## config.mk

```make
export PLATFORM = sky130hd
export DESIGN_NAME = sfpi_front
export DESIGN_NICKNAME = d
export VERILOG_FILES = /design/src/rtl/sfpi_pkg.sv /design/src/rtl/sfpi_stream_if.sv /design/src/rtl/sfpi_buf2.sv /design/src/rtl/sfpi_front.sv
export VERILOG_INCLUDE_DIRS = /design/src /design/src/rtl
export SDC_FILE = /design/constraint.sdc
export NUM_CORES = 1
export LEC_CHECK = 0
export BUFFER_PORTS_ARGS = -buffer_cell sky130_fd_sc_hd__buf_4
export CAP_MARGIN = 25
export CORE_UTILIZATION = 51
export DETAILED_ROUTE_END_ITERATION = 8
export PLACE_DENSITY_LB_ADDON = 0.08
export SLEW_MARGIN = 20
export SYNTH_ARGS = -nofsm -noshare
export SYNTH_HDL_FRONTEND = slang
export SYNTH_SLANG_ARGS = --single-unit
```

## constraint.sdc

```tcl
create_clock -name sys_clk -period 4 [get_ports sys_clk]
set_input_delay 1.2 -clock sys_clk [delete_from_list [all_inputs] [get_ports sys_clk]]
set_output_delay 1.2 -clock sys_clk [all_outputs]
set_load 0.05 [all_outputs]
```

## src/rtl/sfpi_params.svh

```systemverilog
// constants of the serial flash pin front end
`ifndef SFPI_PARAMS_SVH
`define SFPI_PARAMS_SVH

`define SFPI_BYTE_BITS     4'h8
`define SFPI_PAGE_BYTES    9'h100
`define SFPI_SYNC_RESET    2'h0
`define SFPI_RX_RESET      8'h00
`define SFPI_TX_FILL       8'hFF
`define SFPI_OE_OFF        4'h0
`define SFPI_SYS_CLK_NS    50
`define SFPI_LINK_CLK_NS   400

`endif

```

## src/rtl/sfpi_pkg.sv

```systemverilog
// types shared by the serial flash pin front end
package sfpi_pkg;

    // number of data lines carrying one transfer beat
    typedef enum logic [1:0]
    {
        LANES_ONE,
        LANES_TWO,
        LANES_FOUR
    } sfpi_lanes_e;

    // select and pause state of the link
    typedef enum logic [1:0]
    {
        LINK_UNARMED,
        LINK_IDLE,
        LINK_ACTIVE,
        LINK_PAUSED
    } sfpi_link_e;

    typedef logic [7:0] sfpi_byte_t;

endpackage : sfpi_pkg

```

## src/rtl/sfpi_stream_if.sv

```systemverilog
// byte stream carrier with valid and ready between front end modules
`timescale 1ns/100ps
`default_nettype none

interface sfpi_stream_if;
    import sfpi_pkg::*;

    sfpi_byte_t data;
    logic       valid;
    logic       ready;

    modport src (output data, output valid, input ready);
    modport snk (input data, input valid, output ready);

endinterface : sfpi_stream_if

`default_nettype wire

```

## src/rtl/sfpi_buf2.sv

```systemverilog
// two-entry byte buffer with valid and ready on both sides
`timescale 1ns/100ps
`default_nettype none
`include "sfpi_params.svh"

module sfpi_buf2
    import sfpi_pkg::*;
(
    // clock and reset
    input  wire logic   sys_clk,
    input  wire logic   sys_rst,
    // filling side
    sfpi_stream_if.snk  fill,
    // draining side
    sfpi_stream_if.src  drain
);

    sfpi_byte_t head;
    sfpi_byte_t tail;
    logic       head_valid;
    logic       tail_valid;
    logic       push;
    logic       pop;

    // ready drops only when both entries are full
    assign fill.ready  = ~tail_valid;
    assign drain.data  = head;
    assign drain.valid = head_valid;
    assign push        = fill.valid & ~tail_valid;
    assign pop         = head_valid & drain.ready;

    // ----------------
    // entry storage
    // ----------------
    // head always holds the oldest word; tail moves up on a pop
    always_ff @(posedge sys_clk)
    begin
        if (sys_rst)
        begin
            head_valid <= 1'b0;
            tail_valid <= 1'b0;
            head       <= `SFPI_RX_RESET;
            tail       <= `SFPI_RX_RESET;
        end
        else
        begin
            unique case ({push, pop})
                2'b10:
                begin
                    if (head_valid)
                    begin
                        tail       <= fill.data;
                        tail_valid <= 1'b1;
                    end
                    else
                    begin
                        head       <= fill.data;
                        head_valid <= 1'b1;
                    end
                end
                2'b01:
                begin
                    head       <= tail;
                    head_valid <= tail_valid;
                    tail_valid <= 1'b0;
                end
                2'b11:
                begin
                    head       <= tail_valid ? tail : fill.data;
                    tail       <= fill.data;
                end
                default: ;
            endcase
        end
    end

endmodule : sfpi_buf2

`default_nettype wire

```

## src/rtl/sfpi_front.sv

```systemverilog
// pin-level serial front end of a small serial flash device
`timescale 1ns/100ps
`default_nettype none
`include "sfpi_params.svh"

module sfpi_front
    import sfpi_pkg::*;
(
    // clock and reset
    input  wire logic          sys_clk,
    input  wire logic          sys_rst,
    // link pins
    input  wire logic          chip_select_n,
    input  wire logic          serial_clk,
    input  wire logic [3:0]    data_line_in,
    output var  logic [3:0]    data_line_out,
    output var  logic [3:0]    data_line_oe,
    // configuration from the device core
    input  wire logic          quad_enable_bit,
    input  wire logic          four_line_command_mode,
    input  wire sfpi_lanes_e   lane_mode,
    input  wire logic          read_phase,
    input  wire logic          program_phase,
    input  wire logic          status_protect_bits,
    input  wire logic          internal_cycle_busy,
    // received bytes
    output var  sfpi_byte_t    rx_data,
    output var  logic          rx_valid,
    input  wire logic          rx_ready,
    // bytes to send
    input  wire sfpi_byte_t    tx_data,
    input  wire logic          tx_valid,
    output var  logic          tx_ready,
    // status to the device core
    output var  logic          selected,
    output var  logic          paused,
    output var  logic          frame_start,
    output var  logic          mode_refused,
    output var  logic          status_write_allowed,
    output var  logic          standby,
    output var  logic [8:0]    prog_byte_count,
    output var  logic          page_overflow,
    output var  logic          rx_overrun,
    output var  logic          tx_underrun
);

    // ----------------
    // helpers
    // ----------------
    // bits moved per clock edge for a lane setting
    function automatic logic [3:0] lane_bits(input sfpi_lanes_e lanes);
        logic [3:0] bits;
        bits = 4'h1;
        unique case (lanes)
            LANES_ONE:  bits = 4'h1;
            LANES_TWO:  bits = 4'h2;
            LANES_FOUR: bits = 4'h4;
            default:    bits = 4'h1;
        endcase
        return bits;
    endfunction : lane_bits

    // ----------------
    // pin synchronisers
    // ----------------
    logic [1:0] cs_meta;
    logic [1:0] clk_meta;
    logic [3:0] dq_meta;
    logic [3:0] dq_sync;
    logic       cs_sync;
    logic       clk_sync;
    logic       cs_last;
    logic       clk_last;

    // two flops per pin; select resets low so only a real high can fall
    always_ff @(posedge sys_clk)
    begin
        if (sys_rst)
        begin
            cs_meta  <= `SFPI_SYNC_RESET;
            clk_meta <= 2'h0;
            dq_meta  <= 4'hF;
            dq_sync  <= 4'hF;
            cs_last  <= 1'b0;
            clk_last <= 1'b0;
        end
        else
        begin
            cs_meta  <= {cs_meta[0], chip_select_n};
            clk_meta <= {clk_meta[0], serial_clk};
            dq_meta  <= data_line_in;
            dq_sync  <= dq_meta;
            cs_last  <= cs_meta[1];
            clk_last <= clk_meta[1];
        end
    end

    assign cs_sync  = cs_meta[1];
    assign clk_sync = clk_meta[1];

    logic cs_fall;
    logic clk_rise;
    logic clk_fall;

    // clock edges found by sampling; mode 0 and mode 3 look alike here
    assign cs_fall  = cs_last & ~cs_sync;
    assign clk_rise = ~clk_last & clk_sync;
    assign clk_fall = clk_last & ~clk_sync;

    // ----------------
    // mode resolution
    // ----------------
    logic        quad_wanted;
    logic        quad_active;
    logic        refused;
    sfpi_lanes_e eff_lanes;
    logic        pause_allowed;
    logic        pause_req;

    assign quad_wanted   = four_line_command_mode | (lane_mode == LANES_FOUR);
    assign refused       = quad_wanted & ~quad_enable_bit;
    assign quad_active   = quad_wanted & quad_enable_bit;
    // with quad enable set, four-line command mode forces four lanes
    assign eff_lanes     = quad_active ? LANES_FOUR : lane_mode;
    // pause pin is data line 3 only without quad enable and without a quad request
    assign pause_allowed = ~quad_enable_bit & ~quad_wanted;
    assign pause_req     = pause_allowed & ~dq_sync[3];

    // ----------------
    // link state
    // ----------------
    sfpi_link_e link_state;
    logic       link_run;

    // pause moves only with the clock low, so one raised mid-high waits
    always_ff @(posedge sys_clk)
    begin
        if (sys_rst)
        begin
            link_state <= LINK_UNARMED;
        end
        else
        begin
            unique case (link_state)
                LINK_UNARMED:
                    if (cs_fall)
                        link_state <= LINK_ACTIVE;
                LINK_IDLE:
                    if (cs_fall)
                        link_state <= LINK_ACTIVE;
                LINK_ACTIVE:
                    if (cs_sync)
                        link_state <= LINK_IDLE;
                    else if (pause_req & ~clk_sync)
                        link_state <= LINK_PAUSED;
                LINK_PAUSED:
                    if (cs_sync)
                        link_state <= LINK_IDLE;
                    else if (~pause_req & ~clk_sync)
                        link_state <= LINK_ACTIVE;
            endcase
        end
    end

    // shifters freeze during a pause and keep their place
    assign link_run = (link_state == LINK_ACTIVE) & ~cs_sync & ~refused;

    // ----------------
    // receive shifter
    // ----------------
    sfpi_byte_t    rx_shift;
    logic [3:0]    rx_count;
    logic [3:0]    rx_next_count;
    sfpi_byte_t    rx_next_shift;
    sfpi_stream_if rx_fill ();
    sfpi_stream_if rx_drain ();

    // input lines: line 0 alone, lines 1..0, or all four
    always_comb
    begin
        rx_next_count = rx_count + lane_bits(eff_lanes);
        unique case (eff_lanes)
            LANES_TWO:  rx_next_shift = {rx_shift[5:0], dq_sync[1:0]};
            LANES_FOUR: rx_next_shift = {rx_shift[3:0], dq_sync[3:0]};
            default:    rx_next_shift = {rx_shift[6:0], dq_sync[0]};
        endcase
    end

    // bits taken on rising clock edges outside read phases
    always_ff @(posedge sys_clk)
    begin
        if (sys_rst | cs_sync)
        begin
            rx_shift      <= `SFPI_RX_RESET;
            rx_count      <= 4'h0;
            rx_fill.valid <= 1'b0;
            rx_fill.data  <= `SFPI_RX_RESET;
        end
        else
        begin
            rx_fill.valid <= 1'b0;
            if (link_run & clk_rise & ~read_phase)
            begin
                if (rx_next_count == `SFPI_BYTE_BITS)
                begin
                    rx_fill.data  <= rx_next_shift;
                    rx_fill.valid <= 1'b1;
                    rx_count      <= 4'h0;
                end
                else
                begin
                    rx_count <= rx_next_count;
                end
                rx_shift <= rx_next_shift;
            end
        end
    end

    // the link cannot be stalled, so a word that meets a full buffer is flagged
    always_ff @(posedge sys_clk)
    begin
        if (sys_rst)
            rx_overrun <= 1'b0;
        else if (rx_fill.valid & ~rx_fill.ready)
            rx_overrun <= 1'b1;
        else if (cs_fall)
            rx_overrun <= 1'b0;
    end

    sfpi_buf2 u_rx_buf
    (
        .sys_clk (sys_clk),
        .sys_rst (sys_rst),
        .fill    (rx_fill),
        .drain   (rx_drain)
    );

    assign rx_data        = rx_drain.data;
    assign rx_valid       = rx_drain.valid;
    assign rx_drain.ready = rx_ready;

    // ----------------
    // page program byte count
    // ----------------
    // a page holds 256 bytes; the count holds at 256 and later bytes set page_overflow
    always_ff @(posedge sys_clk)
    begin
        if (sys_rst | cs_fall)
        begin
            prog_byte_count <= 9'h000;
            page_overflow   <= 1'b0;
        end
        else if (rx_fill.valid & program_phase)
        begin
            if (prog_byte_count == `SFPI_PAGE_BYTES)
                page_overflow <= 1'b1;
            else
                prog_byte_count <= prog_byte_count + 9'h001;
        end
    end

    // ----------------
    // transmit shifter
    // ----------------
    sfpi_byte_t tx_shift;
    logic [3:0] tx_left;
    logic [3:0] step;

    assign step = lane_bits(eff_lanes);

    // a fresh byte is asked for whenever the shifter runs dry
    always_ff @(posedge sys_clk)
    begin
        if (sys_rst | cs_sync | ~read_phase)
        begin
            tx_shift      <= `SFPI_TX_FILL;
            tx_left       <= 4'h0;
            tx_ready      <= 1'b0;
            tx_underrun   <= 1'b0;
            data_line_out <= 4'hF;
        end
        else
        begin
            tx_ready <= (tx_left == 4'h0) & ~(tx_ready & tx_valid);
            if (tx_ready & tx_valid)
            begin
                tx_shift <= tx_data;
                tx_left  <= `SFPI_BYTE_BITS;
            end
            else if (link_run & clk_fall)
            begin
                if (tx_left == 4'h0)
                    tx_underrun <= 1'b1;
                unique case (eff_lanes)
                    LANES_TWO:  data_line_out <= {2'h3, tx_shift[7:6]};
                    LANES_FOUR: data_line_out <= tx_shift[7:4];
                    default:    data_line_out <= {2'h3, tx_shift[7], 1'b1};
                endcase
                tx_shift <= (tx_left <= step) ? `SFPI_TX_FILL : tx_shift << step;
                tx_left  <= (tx_left > step) ? tx_left - step : 4'h0;
            end
        end
    end

    // ----------------
    // output enables
    // ----------------
    // only read phases drive; deselect and pause float everything
    always_ff @(posedge sys_clk)
    begin
        if (sys_rst | cs_sync | ~read_phase | (link_state != LINK_ACTIVE))
            data_line_oe <= `SFPI_OE_OFF;
        else if (~refused)
        begin
            unique case (eff_lanes)
                LANES_TWO:  data_line_oe <= 4'h3;
                LANES_FOUR: data_line_oe <= 4'hF;
                default:    data_line_oe <= 4'h2;
            endcase
        end
    end

    // ----------------
    // status outputs
    // ----------------
    // the internal cycle is owned by the core; deselect only reports it
    always_ff @(posedge sys_clk)
    begin
        if (sys_rst)
        begin
            selected             <= 1'b0;
            paused               <= 1'b0;
            frame_start          <= 1'b0;
            mode_refused         <= 1'b0;
            status_write_allowed <= 1'b1;
            standby              <= 1'b1;
        end
        else
        begin
            selected     <= ~cs_sync & (link_state != LINK_UNARMED);
            paused       <= (link_state == LINK_PAUSED);
            frame_start  <= cs_fall;
            mode_refused <= ~cs_sync & refused;
            standby      <= cs_sync & ~internal_cycle_busy;
            // protect pin is data line 2 only without quad enable
            status_write_allowed <= quad_enable_bit | ~status_protect_bits | dq_sync[2];
        end
    end

endmodule : sfpi_front

`default_nettype wire

```

==> impl_results.md <==
* #FFs+latches synth at 92
* CP required at about 4.3 ns
* Area share of the largest cell type after synthesis at 0.437
* Register area share after synthesis at 0.437
* Yosys synthesis warning count at 0
* Post-Route Setup TNS at 0 ns
* Final min period at roughly 3.4 ns
* Die height at about 93 um
* Root Buffer: clkbuf_8
* Fin nets at approximately 570
* Clk_skew at about 0.011 ns
* Post-synth EDFFs at 0
* Row cnt at 32
* # DRC at 0
* Grt total ovfl at 0
* Antenna violations before repair at 0
* Pins Over Slew Limit at 0
* Cells after DPL at between 600 and 700
* Outcome: finished, final reports clean
* DP HPWL at around 6500 um
* Post-route ant nets at 0
* Crit. End Element: flop
* Mapped Cells at 477
* Final setup violating endpoints at 0
* Hold crit path type: flop to flop
* Met2 Use GR at 0.331
* Layout Cells excl Fill at about 640
* WP data arrival at ~3.7 ns
* Crit path kind: input port to flop
* P&R area growth vs syn at 16.9%
* R2r setup slk at around 1.8 ns
* Tcrit/Tclk final at 0.853
* Syn nets at 520
* GR Util met3 at 0.0427
* WL/cell at between 10 and 15 um
* Worst-Skew Late Latency at 0.36 ns
* Area contributors post-synth: dfxtp_1 (44%), nor2_1 (4.5%), ha_1 (4.5%)
* Ratio of total power to cell area at 350 nW/um^2
* Tot GR Track Use at 0.217
* Setup Fix Bufs, Post-CTS at 0
* Slew HR at 0.489
* Most common cell after layout, fill and taps aside: dfxtp_1
* CTS clock-pin slew for the worst setup and hold paths at approximately 0.090 ns
* Worst Setup SP: quad_enable_bit
* CP Launch Type: input port
* Pin count of the biggest net entering global routing at 41
* Longest Clk Path Bufs at 2
* H-Tree Depth at 3
* Pre-CTS setup slack at roughly 0.27 ns
* Mapped Area at roughly 4200 sq um
* FFs w/ async S/R, synth at 0
* Power Total at 0.00173 W
* Initial Utilization at 0.537
* Busiest grt layer: met2
* Max cap viols at 0
* Drt total wl at a little over 9000 um
* CTS buffer count at 9
* Post-synth cell types at 60
* Maximum vdd drop at just over 0.0002 V
* CTS resizes at 0
* Share of cells above drive strength 1 at 0.195
* Final worst setup slack at between 0.5 and 0.6 ns
* Hold-fix buffers, CTS at 0
* Hold_ws at approximately 0.42 ns
* Critical Path Fanout Max at 9
* Via Count at between 3000 and 4000
* Die ar. at approximately 8600 sq um
* Worst slew pin tran at roughly 0.76 ns
* Most frequent cells in the layout: dfxtp_1 (92), buf_4 (68), nor2_1 (51)
* Vias in the first global route at between 3000 and 4000
* I/O pins at 62
* CTS Sinks at 92
* Port Buffers at 61
* Maximum clock rate at a little under 0.3 GHz
* GPL Wtd Cong at approximately 0.9
* Prevailing post-synth register cell: dfxtp_1
* Final hold viol count at 0
* 1st-iter DRT viols at approximately 150
* FF-to-FF End: rx_fill.data[7]
* Synthesized area per cell at 8.83 sq um
* RSZ-0062 raised after global routing: no
* RR Startpoint: rx_count[0]
* # diodes at 0
* Die W at ~93 um
* Largest area contributor in the netlist: dfxtp_1
* Global-route wire length before repair at ~15000 um
* Post-DR vias/cell at 5.63
* Leak at about 2.0 nW
* Drt first pass iters at 4
* GR Layer Usage met1 at 0.297
* CTS tree: done
* End point of the critical path: rx_fill.data[7]
* Core Region at approximately 7800 sq um
* R2R cell count at 8
[final cells by class]
class | instances | area [sq um]
timing repair buffer | 69 | 518
inverter | 20 | 75.1
clock buffer | 9 | 124
clock inverter | 6 | 72.6
fill | 719 | 2920
tap | 102 | 128
sequential | 92 | 1840
multi-input combinational | 338 | 2170
[critical path: stages]
cell and delay (ns):
buf_4 0.10, nand2_1 0.06, and2_1 0.18, ha_1 0.35, ha_1 0.18, inv_1 0.05, fa_1 0.37, xnor2_1 0.17
nor3b_1 0.28, and3_1 0.40, o2111ai_1 0.16, a21oi_1 0.16
[state kept, by name (all words and copies together) (netlist names), 4 cells and up]
signal               count
prog_byte_count          9
rx_fill.data             8
tx_shift                 8
u_rx_buf.drain.data      8
u_rx_buf.tail            8
rx_shift                 7
data_line_out            4
dq_meta                  4
dq_sync                  4
rx_count                 4
tx_left                  4
[synth_stat cells (2+ instances only)]
cell type / n
inv_1: 20
and3_1: 3
fa_1: 2
ha_1: 15
or3_1: 4
xor2_1: 5
o21ai_1: 3
o21ai_0: 33
or2_2: 10
nor3_1: 8
buf_2: 2
o22ai_1: 9
xnor2_1: 4
clkbuf_1: 19
a21oi_1: 37
or4_1: 4
nor4_1: 2
nand4_1: 3
a221oi_1: 2
o211ai_1: 4
nand2b_1: 5
o21ba_2: 2
nand3_1: 8
a22oi_1: 13
dfxtp_1: 92
nand2_1: 35
buf_4: 2
o32ai_1: 2
mux2i_1: 18
nor2_1: 51
a21o_1: 3
and2_1: 3
a211oi_1: 16
buf_1: 2
nor2b_1: 11
[stage by stage]
step / cell area, sq um / util
after floorplan: 4210 / -
after global placement: 4720 / 0.602
after detailed placement: 4720 / 0.602
after CTS: 4920 / 0.627
after global routing: 4920 / 0.628
final: 4920 / 0.628
[power breakdown]
| part | switching (W) | leakage, nW | internal (W) | total (W) |
|---|---|---|---|---|
| sequential | 0.00000722 | 0.745 | 0.000926 | 0.000933 |
| combinational | 0.000100 | 1.11 | 0.0000670 | 0.000167 |
| clock | 0.000334 | 0.0963 | 0.000292 | 0.000626 |
| total | 0.000441 | 1.95 | 0.00128 | 0.00173 |
[per-layer routing]
metal / up-vias / wire [um]
met3: 12 / 456
met1: 1685 / 4400
met5: - / 0
met4: 0 / 119
li1: 1793 / -
met2: 89 / 4130
[worst min path at each step]
stage	slack, ns	startpoint	end	cells past startpoint
2_1_floorplan	0.39	dq_meta[0]	dq_sync[0]	1
3_3_place_gp	0.39	dq_meta[2]	dq_sync[2]	1
3_5_place_dp	0.40	dq_meta[1]	dq_sync[1]	1
4_1_cts	0.42	dq_meta[2]	dq_sync[2]	1
5_1_grt	0.43	dq_meta[2]	dq_sync[2]	1
6_report	0.42	dq_meta[2]	dq_sync[2]	1
[kinds of logic after synthesis]
kind of cell    Yosys count  synth area share
mux                      18            0.0428
simple gates            157             0.189
flops                    92             0.437
buf+inv                  47            0.0487
xor+xnor                  9            0.0187
compound gates          137             0.209
fa+ha+maj                17            0.0541
Power figures use the tool's default switching activity.
